`src/co3_pkg.sv`:
```
package co3_pkg;
   // Command code and power-on value
   localparam logic [7:0] CO3_CMD = 8'h32;
   localparam logic [15:0] CO3_RESET = 16'h0434;
   // Field positions
   localparam int unsigned B_HIZ = 15;
   localparam int unsigned B_RST_ALL = 14;
   localparam int unsigned B_REMEAS = 13;
   localparam int unsigned B_REV = 12;
   localparam int unsigned B_ICO = 11;
   localparam int unsigned B_DRV = 10;
   localparam int unsigned B_SLEW = 9;
   localparam int unsigned B_BIGCAP = 8;
   localparam int unsigned B_SW_OFF = 7;
   localparam int unsigned B_PVP = 6;
   localparam int unsigned B_PINSEL = 5;
   localparam int unsigned B_CLAMP_HI = 4;
   localparam int unsigned B_CLAMP_LO = 3;
   localparam int unsigned B_CMP = 2;
   localparam int unsigned B_SW_IDLE = 1;
   localparam int unsigned B_PMON = 0;
   // Inductor clamp codes and limits in amperes
   localparam logic [1:0] CLAMP_6A = 2'h0;
   localparam logic [1:0] CLAMP_10A = 2'h1;
   localparam logic [1:0] CLAMP_15A = 2'h2;
   localparam logic [1:0] CLAMP_OFF = 2'h3;
   localparam logic [3:0] AMPS_6 = 4'h6;
   localparam logic [3:0] AMPS_10 = 4'hA;
   localparam logic [3:0] AMPS_15 = 4'hF;
   // Soft slew: one step per 8 us at 25 ns clock
   localparam int unsigned CLK_PERIOD_NS = 25;
   localparam int unsigned SLEW_STEP_NS = 8000;
   localparam int unsigned SLEW_STEP_CYC = (SLEW_STEP_NS + CLK_PERIOD_NS - 1) / CLK_PERIOD_NS;
   localparam logic [8:0] SLEW_LAST = 9'(SLEW_STEP_CYC - 1);
   // Remeasure states
   typedef enum logic [0:0] {
      MEAS_IDLE = 1'b0,
      MEAS_BUSY = 1'b1
   } co3_meas_t;
endpackage : co3_pkg

```
`src/co3_link_if.sv`:
```
`timescale 1ns/100ps
interface co3_link_if;
   logic [7:0] target;
   logic soft_en;
   logic [7:0] applied;
   logic meas_start;
   logic meas_abort;
   logic meas_done;
   logic meas_busy;
   modport top (output target, soft_en, meas_start, meas_abort, meas_done, input applied, meas_busy);
   modport slew (input target, soft_en, output applied);
   modport meas (input meas_start, meas_abort, meas_done, output meas_busy);
endinterface : co3_link_if

```
`src/co3_slew.sv`:
```
`timescale 1ns/100ps
module co3_slew
   import co3_pkg::*;
(
   // Clock and control
   input wire logic clk_i,
   input wire logic rst_b_i,
   input wire logic ce_i,
   // Setting and applied value
   co3_link_if.slew lnk
);
   logic [8:0] tick;
   logic step_due;

   assign step_due = (tick == SLEW_LAST);

   // Step interval counter
   always_ff @(posedge clk_i) begin
      if (!rst_b_i) begin
         tick <= 9'h000;
      end else if (ce_i) begin
         if (!lnk.soft_en || lnk.applied == lnk.target || step_due) begin
            tick <= 9'h000;
         end else begin
            tick <= tick + 9'h001;
         end
      end
   end

   // Applied value: direct or one step per interval
   always_ff @(posedge clk_i) begin
      if (!rst_b_i) begin
         lnk.applied <= 8'h00;
      end else if (ce_i) begin
         if (!lnk.soft_en) begin
            lnk.applied <= lnk.target;
         end else if (step_due && lnk.applied < lnk.target) begin
            lnk.applied <= lnk.applied + 8'h01;
         end else if (step_due && lnk.applied > lnk.target) begin
            lnk.applied <= lnk.applied - 8'h01;
         end
      end
   end
endmodule : co3_slew

```
`src/co3_meas.sv`:
```
`timescale 1ns/100ps
module co3_meas
   import co3_pkg::*;
(
   // Clock and control
   input wire logic clk_i,
   input wire logic rst_b_i,
   input wire logic ce_i,
   // Request and completion
   co3_link_if.meas lnk
);
   co3_meas_t state;

   // Busy until measurement done or aborted; a new request wins over completion
   always_ff @(posedge clk_i) begin
      if (!rst_b_i) begin
         state <= MEAS_IDLE;
      end else if (ce_i) begin
         unique case (state)
            MEAS_IDLE: begin
               if (lnk.meas_start) begin
                  state <= MEAS_BUSY;
               end
            end
            MEAS_BUSY: begin
               if (!lnk.meas_start && (lnk.meas_done || lnk.meas_abort)) begin
                  state <= MEAS_IDLE;
               end
            end
         endcase
      end
   end

   assign lnk.meas_busy = (state == MEAS_BUSY);
endmodule : co3_meas

```
`src/co3_option_reg.sv`:
```
`timescale 1ns/100ps
// Contract
// - Register answers command 32h and powers up holding 0434h.
// - Bit 15 enters high-impedance mode; regulator on above lockout, system on battery.
// - Writing bit 14 resets all registers but threshold, then bit reads zero.
// - Writing bit 13 stops converter for remeasure; bit clears when done.
// - Reverse supply only when bit 12 set and mode pin high.
// - Bit 11 enables input current optimizer; default off.
// - Bit 10 (default 1) drives battery switch pin; 0 leaves it floating.
// - Bit 9 slews minimum system voltage one step per 8 us.
// - Bit 8 enables large port capacitance compensation in reverse supply.
// - Bit 7 accepted only battery-only; forced zero in battery-only reverse supply.
// - Bit 6 enables port voltage protection variant; default off.
// - Bit 5 picks mode pin function: 1 reverse supply, 0 protection.
// - Bits 4:3 set clamp 6A, 10A, 15A default, or disabled.
// - Bit 2 enables independent comparator; default enabled.
// - Bit 1 turns battery switch off during high-impedance mode.
// - Bit 0 selects power monitor in reverse supply: difference or discharge only.
module co3_option_reg
   import co3_pkg::*;
(
   // Clock, reset, enable
   input wire logic clk_i,
   input wire logic rst_b_i,
   input wire logic ce_i,
   // Register access
   input wire logic [7:0] cmd_i,
   input wire logic wr_i,
   input wire logic [15:0] wdata_i,
   input wire logic rd_i,
   output logic [15:0] rdata_o,
   output logic rd_valid_o,
   // Device status
   input wire logic external_mode_pin_i,
   input wire logic battery_only_i,
   input wire logic input_above_uvlo_i,
   input wire logic remeasure_done_i,
   input wire logic [7:0] minimum_system_voltage_i,
   // Control outputs
   output logic all_reg_reset_o,
   output logic remeasure_start_o,
   output logic converter_disable_o,
   output logic high_impedance_mode_o,
   output logic regulator_on_o,
   output logic system_from_battery_o,
   output logic reverse_supply_active_o,
   output logic active_protection_pin_en_o,
   output logic port_voltage_protection_o,
   output logic large_port_capacitance_comp_o,
   output logic input_current_optimizer_enable_o,
   output logic independent_comparator_enable_o,
   output logic clamp_enable_o,
   output logic [3:0] clamp_amps_o,
   output logic power_monitor_subtract_port_o,
   output logic [7:0] minimum_system_voltage_o,
   // Battery switch driver pin
   output logic battery_switch_driver_pin_o,
   output logic battery_switch_driver_pin_oe_o
);
   co3_link_if lnk ();

   logic [15:0] opt;
   logic hit_wr;
   logic hit_rd;
   logic do_reset;
   logic rev_now;
   logic sw_ok;
   logic sw_off;
   logic [15:0] view;
   logic [3:0] next_amps;

   // Access decode
   assign hit_wr = wr_i && (cmd_i == CO3_CMD);
   assign hit_rd = rd_i && (cmd_i == CO3_CMD);
   assign do_reset = hit_wr && wdata_i[B_RST_ALL];

   // Mode decode from stored fields, mode pin and battery-only status
   assign rev_now = opt[B_REV] && opt[B_PINSEL] && external_mode_pin_i;
   assign sw_ok = battery_only_i && !rev_now;
   assign sw_off = opt[B_SW_OFF] || (opt[B_HIZ] && opt[B_SW_IDLE]);

   // Readback view with live remeasure bit
   always_comb begin
      view = opt;
      view[B_RST_ALL] = 1'b0;
      view[B_REMEAS] = lnk.meas_busy;
   end

   // Clamp limit decode
   always_comb begin
      unique case (opt[B_CLAMP_HI:B_CLAMP_LO])
         CLAMP_6A: next_amps = AMPS_6;
         CLAMP_10A: next_amps = AMPS_10;
         CLAMP_15A: next_amps = AMPS_15;
         CLAMP_OFF: next_amps = 4'h0;
      endcase
   end

   // Option register storage
   always_ff @(posedge clk_i) begin
      if (!rst_b_i) begin
         opt <= CO3_RESET;
      end else if (ce_i) begin
         if (do_reset) begin
            opt <= CO3_RESET;
         end else if (hit_wr) begin
            opt <= wdata_i;
            opt[B_RST_ALL] <= 1'b0;
            opt[B_REMEAS] <= 1'b0;
            opt[B_SW_OFF] <= wdata_i[B_SW_OFF] && sw_ok;
         end else if (battery_only_i && rev_now) begin
            opt[B_SW_OFF] <= 1'b0;
         end
      end
   end

   // Register read port
   always_ff @(posedge clk_i) begin
      if (!rst_b_i) begin
         rdata_o <= 16'h0000;
         rd_valid_o <= 1'b0;
      end else if (ce_i) begin
         rd_valid_o <= hit_rd;
         if (hit_rd) begin
            rdata_o <= view;
         end
      end
   end

   // Reset and remeasure strobes
   always_ff @(posedge clk_i) begin
      if (!rst_b_i) begin
         all_reg_reset_o <= 1'b0;
         remeasure_start_o <= 1'b0;
      end else if (ce_i) begin
         all_reg_reset_o <= do_reset;
         remeasure_start_o <= hit_wr && !do_reset && wdata_i[B_REMEAS];
      end
   end

   // Links to the remeasure tracker and the slew stepper
   assign lnk.meas_start = hit_wr && !do_reset && wdata_i[B_REMEAS];
   assign lnk.meas_abort = do_reset;
   assign lnk.meas_done = remeasure_done_i;
   assign lnk.target = minimum_system_voltage_i;
   assign lnk.soft_en = opt[B_SLEW];

   co3_meas u_meas (
      .clk_i(clk_i),
      .rst_b_i(rst_b_i),
      .ce_i(ce_i),
      .lnk(lnk.meas)
   );

   co3_slew u_slew (
      .clk_i(clk_i),
      .rst_b_i(rst_b_i),
      .ce_i(ce_i),
      .lnk(lnk.slew)
   );

   // Converter and power path controls
   always_ff @(posedge clk_i) begin
      if (!rst_b_i) begin
         converter_disable_o <= 1'b0;
         high_impedance_mode_o <= 1'b0;
         regulator_on_o <= 1'b0;
         system_from_battery_o <= 1'b0;
      end else if (ce_i) begin
         converter_disable_o <= opt[B_HIZ] || lnk.meas_busy;
         high_impedance_mode_o <= opt[B_HIZ];
         regulator_on_o <= input_above_uvlo_i;
         system_from_battery_o <= opt[B_HIZ];
      end
   end

   // Mode pin and feature enables
   always_ff @(posedge clk_i) begin
      if (!rst_b_i) begin
         reverse_supply_active_o <= 1'b0;
         active_protection_pin_en_o <= 1'b0;
         port_voltage_protection_o <= 1'b0;
         large_port_capacitance_comp_o <= 1'b0;
         input_current_optimizer_enable_o <= 1'b0;
         independent_comparator_enable_o <= 1'b0;
         power_monitor_subtract_port_o <= 1'b0;
      end else if (ce_i) begin
         reverse_supply_active_o <= rev_now;
         active_protection_pin_en_o <= !opt[B_PINSEL] && external_mode_pin_i;
         port_voltage_protection_o <= opt[B_PVP];
         large_port_capacitance_comp_o <= opt[B_BIGCAP] && rev_now;
         input_current_optimizer_enable_o <= opt[B_ICO];
         independent_comparator_enable_o <= opt[B_CMP];
         power_monitor_subtract_port_o <= rev_now && !opt[B_PMON];
      end
   end

   // Clamp, slewed voltage and battery switch pin
   always_ff @(posedge clk_i) begin
      if (!rst_b_i) begin
         clamp_enable_o <= 1'b0;
         clamp_amps_o <= 4'h0;
         minimum_system_voltage_o <= 8'h00;
         battery_switch_driver_pin_o <= 1'b0;
         battery_switch_driver_pin_oe_o <= 1'b0;
      end else if (ce_i) begin
         clamp_enable_o <= opt[B_CLAMP_HI:B_CLAMP_LO] != CLAMP_OFF;
         clamp_amps_o <= next_amps;
         minimum_system_voltage_o <= lnk.applied;
         battery_switch_driver_pin_o <= !sw_off;
         battery_switch_driver_pin_oe_o <= opt[B_DRV];
      end
   end
endmodule : co3_option_reg

```
`config.mk`:
```
export PLATFORM = sky130hd
export DESIGN_NAME = co3_option_reg
export DESIGN_NICKNAME = d
export VERILOG_FILES = /design/src/co3_pkg.sv /design/src/co3_link_if.sv /design/src/co3_slew.sv /design/src/co3_meas.sv /design/src/co3_option_reg.sv
export SDC_FILE = /design/constraint.sdc
export NUM_CORES = 1
export LEC_CHECK = 0
export CELL_PAD_IN_SITES_DETAIL_PLACEMENT = 0
export CELL_PAD_IN_SITES_GLOBAL_PLACEMENT = 1
export CORE_AREA = 2 2 98 100
export DETAILED_ROUTE_END_ITERATION = 16
export DIE_AREA = 0 0 100 102
export DONT_BUFFER_PORTS = 1
export PLACE_DENSITY_LB_ADDON = 0.1
export SLEW_MARGIN = 20
export SYNTH_ARGS = -nofsm -noshare
export SYNTH_HDL_FRONTEND = slang
export SYNTH_SLANG_ARGS = --single-unit
```
`constraint.sdc`:
```
create_clock -name clk_i -period 7.5 [get_ports clk_i]
set_clock_uncertainty 0.15 [all_clocks]
set_input_delay 1.125 -clock clk_i [delete_from_list [all_inputs] [get_ports clk_i]]
set_output_delay 1.125 -clock clk_i [all_outputs]
set_load 0.03 [all_outputs]
```
==> results of run 1 <==
==> per-layer routing <==
metal / share of wire (%) / wire length (µm) / global-route usage (%) / vias up
met3: 5.1 / 402 / 4.104 / 9
met5: 0 / 0 / 0 / -
li1: - / - / - / 1291
met4: 1.2 / 91 / 5.690 / 0
met1: 49 / 3833 / 21.58 / 1186
met2: 45 / 3483 / 25.21 / 53
==> power by group through the flow <==
stage | Sequential (mW) | Clock, mW | Combinational [mW]
final | 0.421 | 0.292 | 0.0531
after global routing | 0.422 | 0.319 | 0.0605
after CTS | 0.421 | 0.305 | 0.0534
after detailed placement | 0.430 | 0 | 0.0531
after global placement | 0.430 | 0 | 0.0528
after floorplan | 0.426 | 0 | 0.0566
==> registers in the layout (all words and copies together), names as in the netlist, 3 cells and up <==
signal	cells
clamp_amps_o	3
minimum_system_voltage_o	8
opt	14
rdata_o	15
u_slew.lnk.applied	8
u_slew.tick	9
==> placed cells by master (no fill, tap or decap), types with 6 or more instances in the layout <==
master	instances
a211oi_1	6
a21oi_1	20
clkbuf_8	10
dfxtp_1	74
ha_1	19
inv_1	12
mux2i_1	35
nand2_1	17
nor2_1	21
nor2b_1	46
nor3_1	6
nor3b_1	9
o21ai_1	10
xnor2_1	6
==> how the worst max path moves through the flow <==
stage | startpoint | to | slack, ps | cells after the start
detailed placement | minimum_system_voltage_i[5] | u_slew.lnk.applied[7] | 3340 | 12
global route | minimum_system_voltage_i[5] | u_slew.lnk.applied[7] | 3380 | 12
CTS | minimum_system_voltage_i[5] | u_slew.lnk.applied[7] | 3690 | 12
floorplan | minimum_system_voltage_i[5] | u_slew.lnk.applied[6] | 3590 | 13
finish | minimum_system_voltage_i[5] | u_slew.lnk.applied[7] | 3680 | 12
global placement | minimum_system_voltage_i[5] | u_slew.lnk.applied[6] | 3410 | 13
==> cell families (layout without fill, tap and decap cells) <==
kind of cell    Yosys count  count (layout)  synth area share, %
compound gates           70              70                13.45
xor+xnor                 11              11                2.670
fa+ha+maj                20              20                7.143
buf+inv                  36              28                4.404
flops                    74              74                41.05
mux                      35              35                9.709
other cells               1               1               0.1039
simple gates            133             133                21.46
==> Yosys cell counts, types with 4 or more instances <==
library cell  count
a21oi_1          20
xnor2_1           6
nand2_1          17
and3_1            5
nand2b_1          4
ha_1             19
nor3_1            6
a21boi_1          4
o21ai_0           4
mux2i_1          35
nand4_1           5
nor2b_1          46
nor3b_1           9
xor2_1            5
clkbuf_1         13
a21o_1            4
a211oi_1          6
inv_1            12
o211a_1           5
and2_1            4
nor2_1           21
o21ai_1          10
buf_2             4
dfxtp_1          74
==> critical path: stages <==
cell,delay (ps)
inv_1,20
ha_1,290
a211oi_1,210
nor2_1,90
or3_1,380
or2_1,360
ha_1,340
a211oi_1,380
nor3_1,110
a211oi_1,300
nand4_1,150
o211ai_2,170
==> metrics by stage <==
step | power [mW] | std cells | util [%] | hold WS [ps] | instance area (µm²)
3_3_place_gp | 0.4831 | 467 | 39.89 | 345.2 | 3633
3_5_place_dp | 0.4835 | 467 | 39.89 | 357.5 | 3633
5_1_grt | 0.8022 | 483 | 41.92 | 409.5 | 3819
4_1_cts | 0.7797 | 483 | 41.92 | 382.1 | 3819
6_report | 0.7660 | 483 | 41.92 | 379.8 | 3819
2_1_floorplan | 0.4826 | 380 | - | 326.1 | 3608
==> final cells by class <==
type                    instances  area (µm²)
multi-input cells             270        1968
well taps                     111       138.9
clock inverters                 6       47.55
fillers                       922        5290
clock buffers                  10       137.6
inverters                      12       45.04
flip-flops and latches         74        1481
==> key figures, run 1 <==
Synth
  • Post-synthesis register bit count: 74
  • Gate Count Post-Synth: 380
  • Yosys top cell area share: between 40% and 50%
  • Avg Synthesized Cell Area: roughly 9.5 µm²
  • Yosys cell types: 52
  • Synth Warn #: 0
  • Ys async rst share: 0%
  • Top cells by area, synth: dfxtp_1 (41%), mux2i_1 (9.7%), nor2b_1 (8.0%), ha_1 (6.6%), a21oi_1 (2.8%)
  • Synth Cell Area: 3608 µm²
  • Syn nets: around 440
  • Post-synth EDFFs: 0
  • Prevailing post-synth register cell: dfxtp_1
  • Dominant cell type by area after synthesis: dfxtp_1
  • Seq/Total Area, Yosys: roughly two fifths

CTS
  • Clock sinks: 74
  • Clock transition at path regs: 80 ps
  • CTS Hold Buffers Added: 0
  • Post-CTS Setup Bufs: 0
  • CTS tree: done
  • Resize count post-CTS: 0
  • Clk_lat worst skew: roughly 350 ps
  • Clock buffer depth: 2
  • CTS HTree Levels: 3
  • CTS Buf Count: 9
  • CTS Root Cell: clkbuf_8

Route
  • Post-DRT Antenna Nets: 0
  • Drt total wl: between 7000 and 8000 µm
  • Vias: approximately 2500
  • First DRT Iteration DRCs: 40
  • Routed len/inst: around 16 µm
  • DRC: 0
  • Pre-antenna DRT Iters: 4
  • Vias/cell: roughly 5.3

Power
  • Switching Share: about a quarter
  • Internal Power: 0.5617 mW
  • Comb power frac: under 10%
  • Peak VDD IR: ~0.075 mV
  • Clock share of power: 38.1%
  • PD cells: between 200 and 250 nW/µm²
  • Sequential share of power: a little over half
  • Net Sw Power: a little over 0.2 mW
  • LEAKAGE: roughly 1.5 nW

Timing
  • Least-Margin Pin Slew: between 900 and 1000 ps
  • Post-route setup TNS: 0 ps
  • Final Max Tran Viols: 0
  • Setup violations, final: 0
  • Final worst setup slack: between 3000 and 4000 ps
  • Fin crit share: 50.91%
  • Minimum clock period: about 3800 ps
  • Final hold vios: 0
  • Unrepaired setup endpoints after global routing: no
  • Fmax: 261.9 MHz
  • Slew margin rel.: 33.39%

Layout
  • Antenna diodes: 0
  • Layout cells sized above 1: under 10%
  • Area grow syn2layout: 5.825%
  • # nets final: roughly 430

Worst hold path
  • Hold path start: u_slew.tick[8]
  • Worst hold path class: register to register
  • Min-Delay Path Depth: 2
  • Hold endpoint: u_slew.tick[8]

Global routing
  • Initial antenna violation count: 0
  • GRT Overall Usage: about 16%
  • Largest net degree at the start of global routing: 70
  • First-pass GRT wire length: about 13000 µm
  • Vias in the first global route: 2479
  • Gr ovfl total: 0

Setup path
  • Reg2Reg Setup Slack: about 4000 ps
  • Reg2reg path depth: 11
  • Crit-path max FO: 8
  • CP required: ~7600 ps
  • Kind of critical path: input pin to register
  • Worst EP arrival: 3940 ps
  • Reg2reg start: u_slew.lnk.applied[5]
  • Crit start category: input pin
  • Worst R2R End: u_slew.lnk.applied[7]
  • Crit. End Element: register

Floorplan
  • Io pins: 86
  • Die area: 10200 µm²
  • Starting density of the core: 39.62%
  • Die width: approximately 100 µm
  • Die H: approximately 100 µm
  • Core footprint: about 9100 µm²
  • Rows: 35

Placed design
  • Detailed placer's ending HPWL: roughly 5300 µm
  • Routability cong.: 0.7659
  • IO buf count: 0
  • Worst slack, placed: 3339 ps

Run
  • Maxcap violations: 0

Status
  • Status: complete, no violations
(Power assumes the default switching activity.)
==> inputs of run 2 (changes only) <==
clock period = 3.7 ns   (was 7.5 ns; I/O delays follow)
==> run 2 against run 1 <==
  * Sequential cell count is the same
  * Sequential share of layout area decreased by 0.23 points
  * Critical path depth fell by 1
  * Total power is 110% higher
  * Critical path type is now register to register
  * Largest power group unchanged
==> key figures, run 2 (same netlist as run 1, synthesis figures left out) <==
Status
  • Status: complete, no violations

Setup path
  • Slowest CP cell: a211oi_1
  • Crit-path max FO: 8 (unchanged)
  • CP required: 3820 ps (-3800 ps)
  • Reg2Reg Setup Slack: 360 ps (-3640 ps)
  • Worst EP arrival: 3470 ps (-470 ps)
  • Slowest stage delay, CP: 400 ps (+20 ps)
  • Crit. End Element: register
  • Kind of critical path: register to register
  • CP startpoint: u_slew.tick[0]
  • Reg2reg start: u_slew.tick[0]
  • Reg2reg path depth: 11 (unchanged)
  • Worst R2R End: u_slew.lnk.applied[7]
  • CP Cell Sequence: ha_1 > and4bb_2 > nand2_2 > or3_1 > or2_1 > ha_1 > a211oi_1 > nor3_1 > a211oi_1 > nand4_1 > o211ai_2
  • Crit start category: register

Floorplan
  • Die H: 102 µm (unchanged)
  • Io pins: 86 (unchanged)
  • Rows: 35 (unchanged)
  • Starting density of the core: 39.62% (unchanged)
  • Die width: 100 µm (unchanged)
  • Die area: 10200 µm² (unchanged)
  • Core footprint: 9109 µm² (unchanged)

Global routing
  • Vias in the first global route: 2421 (-2.3%)
  • Largest net degree at the start of global routing: 70 (unchanged)
  • GRT Overall Usage: 16.06% (about the same)
  • Gr ovfl total: 0 (unchanged)
  • Initial antenna violation count: 0 (unchanged)
  • First-pass GRT wire length: 12740 µm (-0.96%)

Route
  • Post-DRT Antenna Nets: 0 (unchanged)
  • Drt total wl: 7912 µm (+1.3%)
  • Routed len/inst: 16.35 µm (+1.1%)
  • Vias: 2531 (-0.32%)
  • First DRT Iteration DRCs: 49 (+23%)
  • Pre-antenna DRT Iters: 4 (unchanged)
  • DRC: 0 (unchanged)
  • Vias/cell: 5.229 (-0.52%)

CTS
  • CTS Buf Count: 9 (unchanged)
  • Clk_lat worst skew: 340 ps (about the same)
  • CTS Hold Buffers Added: 0 (unchanged)
  • CTS Root Cell: clkbuf_8
  • Clock sinks: 74 (unchanged)
  • Clock transition at path regs: 80 ps (about the same)
  • CTS tree: done
  • CTS HTree Levels: 3 (unchanged)
  • Post-CTS Setup Bufs: 0 (unchanged)
  • Resize count post-CTS: 0 (unchanged)
  • Clock buffer depth: 2 (unchanged)

Placed design
  • Detailed placer's ending HPWL: 5402 µm (+0.99%)
  • Area after DPL: 3649 µm² (+0.41%)
  • IO buf count: 0 (unchanged)
  • Placed instance count: 469 (+0.43%)
  • Routability cong.: 0.7650 (-0.12%)

Timing
  • Fmax: between 200 and 300 MHz
  • Fin crit share: between 90% and 100%
  • Least-Margin Pin Slew: 986.0 ps (-10.83 ps)
  • Final Max Tran Viols: 0 (unchanged)
  • Unrepaired setup endpoints after global routing: no
  • Minimum clock period: roughly 3300 ps
  • Setup violations, final: 0 (unchanged)
  • Post-route setup TNS: 0 ps (unchanged)
  • Slew margin rel.: 34.11% (+0.72 points)
  • Final hold vios: 0 (unchanged)

Run
  • Maxcap violations: 0 (unchanged)

Layout
  • Most frequent cells in the layout: dfxtp_1 (74), nor2b_1 (46), mux2i_1 (35)
  • Layout fillers: 950 (+3.0%)
  • Area grow syn2layout: 6.449%
  • Max reg flops: 15 (unchanged)
  • Antenna diodes: 0 (unchanged)
  • Commonest non-fill, non-tap cell in the layout: dfxtp_1
  • Regs by FF count: rdata_o x15, opt x14, u_slew.tick x9
  • Reg with most FFs: rdata_o
  • Layout cells sized above 1: 7.239% (-0.019 points)
  • Fin cells: 484 (+0.21%)
  • Final Util: 42.17% (+0.25 points)
  • Finished Cell Area: 3841 µm² (+0.59%)
  • # nets final: 430 (+0.47%)

Power
  • LEAKAGE: 1.572 nW (+1.6%)
  • Peak VDD IR: 0.1476 mV (+96%)
  • PD cells: 413.7 nW/µm² (+110%)
  • Total power draw: 1.589 mW (+110%)

Worst hold path
  • Min-Delay Path Depth: 1 (-1)
  • Hold endpoint: opt[10]
  • Worst hold path class: input pin to register
  • Hold path start: rst_b_i
## run 2: changes by cell type in the layout (fill, tap and decap cells not counted)
| cell | change |
|---|---|
| clkinvlp_4 | -3 |
| buf_4 | +2 |
| bufinv_16 | +1 |
| clkbuf_1 | +1 |
| inv_6 | -1 |
| clkinv_2 | +1 |
## run 2: how the worst max path moves through the flow
stage / end / slack, ps
after global routing: u_slew.lnk.applied[7] / 120
after global placement: u_slew.lnk.applied[6] / 160
after CTS: u_slew.lnk.applied[7] / 350
after detailed placement: u_slew.lnk.applied[7] / 100
final: u_slew.lnk.applied[7] / 360
after floorplan: u_slew.lnk.applied[6] / 360
## run 2: power by group
group	internal (mW)	total (mW)	switching, mW
Combinational	0.0604	0.111	0.0503
Clock	0.328	0.627	0.299
Sequential	0.813	0.852	0.0390
Total	1.20	1.59	0.388
## run 2: per-stage QoR
stage	setup slack [ps]	hold slack, ps
final	356.6	149.7
after global routing	119.4	138.8
after CTS	350.8	122.1
after detailed placement	98.80	355.2
after global placement	161.9	345.4
after floorplan	362.4	326.1
## run 2: worst max-delay path: cells and delay by family, from the launching register on
kind | cells | cell delay [ps]
flip-flops | 1 | 370
adder cells (fa/ha/maj) | 2 | 590
AND/OR/NAND/NOR | 6 | 1310
AO/OA/AOI/OAI | 3 | 870
## run 2: layout make-up
class / instances / area [µm²] / share of cell area (%)
Tap cell: 111 / 138.9 / 3.616
Timing Repair Buffer: 2 / 15.01 / 0.3909
Clock buffer: 11 / 141.4 / 3.681
Clock inverter: 4 / 51.30 / 1.336
Multi-Input combinational cell: 270 / 1968 / 51.24
Sequential cell: 74 / 1481 / 38.57
Inverter: 12 / 45.04 / 1.173
## run 2: per-layer routing
metal	GRT usage, %	share of wire, %	vias up
li1	-	-	1294
met4	6.322	1.5	0
met1	20.93	48	1175
met2	25.57	45	53
met3	4.241	5.5	9
met5	0	0	-
==> inputs of run 3 (changes only) <==
CORE_AREA = 2 2 90 110   (was 2 2 98 100)
DIE_AREA = 0 0 92 112   (was 0 0 100 102)
==> run 3 against run 2 <==
  * Clock power is 38% higher
  * Count of clock-buffer cells in the layout is 1 lower
  * Final cell count is 3.1% higher
  * Utilization is 0.64 points higher
  * First-iteration DRC count is 88% higher
  * Critical endpoint unchanged
  * Highest routed layer unchanged
==> key figures, run 3 (same netlist as run 1, synthesis figures left out) <==
Route
  • Pre-antenna DRT Iters: 4 (unchanged)
  • Wl on met1: 3530 µm (-7.3%)
  • Drt total wl: 8074 µm (+2.0%)
  • Routed len/inst: 16.18 µm (-1.0%)
  • Met2 routed WL: 3974 µm (+12%)
  • Vias: 2603 (+2.8%)
  • Post-DRT Antenna Nets: 0 (unchanged)
  • Max Used Layer: met4
  • Vias/cell: 5.216 (-0.25%)
  • DRC: 0 (unchanged)
  • First DRT Iteration DRCs: 92 (+88%)
  • WL met3: 433 µm (-0.92%)

Global routing
  • Initial antenna violation count: 1 (+1)
  • First-pass GRT wire length: 13360 µm (+4.9%)
  • GRT Overall Usage: 16.66% (+0.60 points)
  • Gr ovfl total: 0 (unchanged)
  • Largest net degree at the start of global routing: 70 (unchanged)
  • Vias in the first global route: 2662 (+10%)

Floorplan
  • Die H: 112 µm (+9.8%)
  • Die area: 10300 µm² (+1.0%)
  • Core footprint: 9271 µm² (+1.8%)
  • Io pins: 86 (unchanged)
  • Rows: 39 (+11%)
  • Die width: 92 µm (-8.0%)
  • Starting density of the core: 38.92% (-0.70 points)

Layout
  • Area grow syn2layout: 9.986%
  • Finished Cell Area: 3969 µm² (+3.3%)
  • Regs by FF count: rdata_o x15, opt x14, u_slew.tick x9
  • Reg with most FFs: rdata_o
  • Commonest non-fill, non-tap cell in the layout: dfxtp_1
  • # nets final: 431 (+0.23%)
  • Most frequent cells in the layout: dfxtp_1 (74), nor2b_1 (46), mux2i_1 (35)
  • Max reg flops: 15 (unchanged)
  • Layout cells sized above 1: 7.733% (+0.49 points)

Placed design
  • Area after DPL: 3671 µm² (+0.62%)
  • Detailed placer's ending HPWL: 5438 µm (+0.65%)
  • Routability cong.: 0.7393 (-3.4%)
  • IO buf count: 0 (unchanged)
  • Worst slack, placed: 110.2 ps (+11.39 ps)

Setup path
  • CP startpoint: u_slew.lnk.applied[6]
  • CP required: 3810 ps (about the same)
  • Reg2reg path depth: 11 (unchanged)
  • Reg2reg start: u_slew.lnk.applied[6]
  • Reg2Reg Setup Slack: 400 ps (+40 ps)
  • Crit-path max FO: 8 (unchanged)
  • Crit start category: register
  • Worst EP arrival: 3410 ps (-60 ps)
  • Kind of critical path: register to register
  • Worst R2R End: u_slew.lnk.applied[7]
  • Crit. End Element: register

Timing
  • Final Max Tran Viols: 0 (unchanged)
  • Final worst setup slack: 397.3 ps (+40.67 ps)
  • Unrepaired setup endpoints after global routing: no
  • Fmax: 302.8 MHz (+1.2%)
  • Post-route setup TNS: 0 ps (unchanged)
  • Final hold vios: 0 (unchanged)
  • Least-Margin Pin Slew: 1066 ps (+80.47 ps)
  • Final Hold Slack: 171.1 ps (+21.39 ps)
  • Fin crit share: 89.26% (-1.1 points)
  • Slew margin rel.: 28.73% (-5.4 points)
  • Minimum clock period: 3303 ps (-40.67 ps)
  • Setup violations, final: 0 (unchanged)

Worst hold path
  • Hold endpoint: clamp_amps_o[2]
  • Hold path start: ce_i
  • Min-Delay Path Depth: 1 (unchanged)
  • Worst hold path class: input pin to register

CTS
  • CTS HTree Levels: 3 (unchanged)
  • Clock buffer depth: 2 (unchanged)
  • Clock sinks: 74 (unchanged)
  • Clock transition at path regs: 60 ps (-20 ps)
  • Resize count post-CTS: 0 (unchanged)
  • Post-CTS Setup Bufs: 0 (unchanged)
  • CTS tree: done
  • Clk_lat worst skew: 330 ps (about the same)
  • CTS Hold Buffers Added: 0 (unchanged)
  • CTS Buf Count: 9 (unchanged)
  • CTS Root Cell: clkbuf_16

Power
  • Peak VDD IR: 0.2183 mV (+48%)
  • LEAKAGE: 1.628 nW (+3.6%)
  • PD cells: 460.6 nW/µm² (+11%)

Run
  • Maxcap violations: 0 (unchanged)

Status
  • Status: complete, no violations
[run 3: changes by cell type in the layout (fill, tap and decap cells not counted)]
| cell | change |
|---|---|
| clkbuf_16 | +9 |
| clkbuf_8 | -10 |
| buf_4 | +1 |
| clkinv_4 | +2 |
| clkinvlp_4 | -1 |
| diode_2 | +1 |
| clkinv_2 | +1 |
[run 3: through the flow]
step                      cells  util (%)  total power, mW
after floorplan             380         -           0.9783
after global placement      482     39.60           0.9826
after detailed placement    482     39.60           0.9834
after CTS                   498     42.78            1.861
after global routing        499     42.81            1.903
final                       499     42.81            1.828
[run 3: worst max path at each step]
stage	end	cells past startpoint
floorplan	u_slew.lnk.applied[6]	13
global placement	u_slew.lnk.applied[6]	13
detailed placement	u_slew.lnk.applied[7]	12
CTS	u_slew.lnk.applied[7]	11
global route	u_slew.lnk.applied[7]	11
finish	u_slew.lnk.applied[7]	11
[run 3: critical path: stages, from the launching register on]
cell and delay (ps):
dfxtp_1 430, ha_1 280, o21ai_0 140, nor2_1 70, or3_1 390, or2_1 350, ha_1 340, a211oi_1 350
nor3_1 110, a211oi_1 300, nand4_1 150, o211ai_2 170
[run 3: area by class of cell]
| type | count | area (µm²) |
|---|---|---|
| clock inverters | 6 | 66.31 |
| diodes | 1 | 2.502 |
| flip-flops and latches | 74 | 1481 |
| multi-input cells | 270 | 1968 |
| inverters | 12 | 45.04 |
| well taps | 123 | 153.9 |
| clock buffers | 10 | 229.0 |
| fillers | 929 | 5303 |
| repair buffers | 3 | 22.52 |
[run 3: per-layer routing]
layer	vias up	global-route usage, %
met5	-	0
met4	0	7.463
met3	11	4.533
met2	54	28.68
met1	1228	19.21
li1	1310	-
[run 3: where the power goes]
group          internal (mW)  leakage [nW]  switching (mW)  total, mW
sequential             0.814         0.602          0.0376      0.852
clock                  0.524         0.147           0.340      0.864
combinational         0.0613         0.879          0.0509      0.112
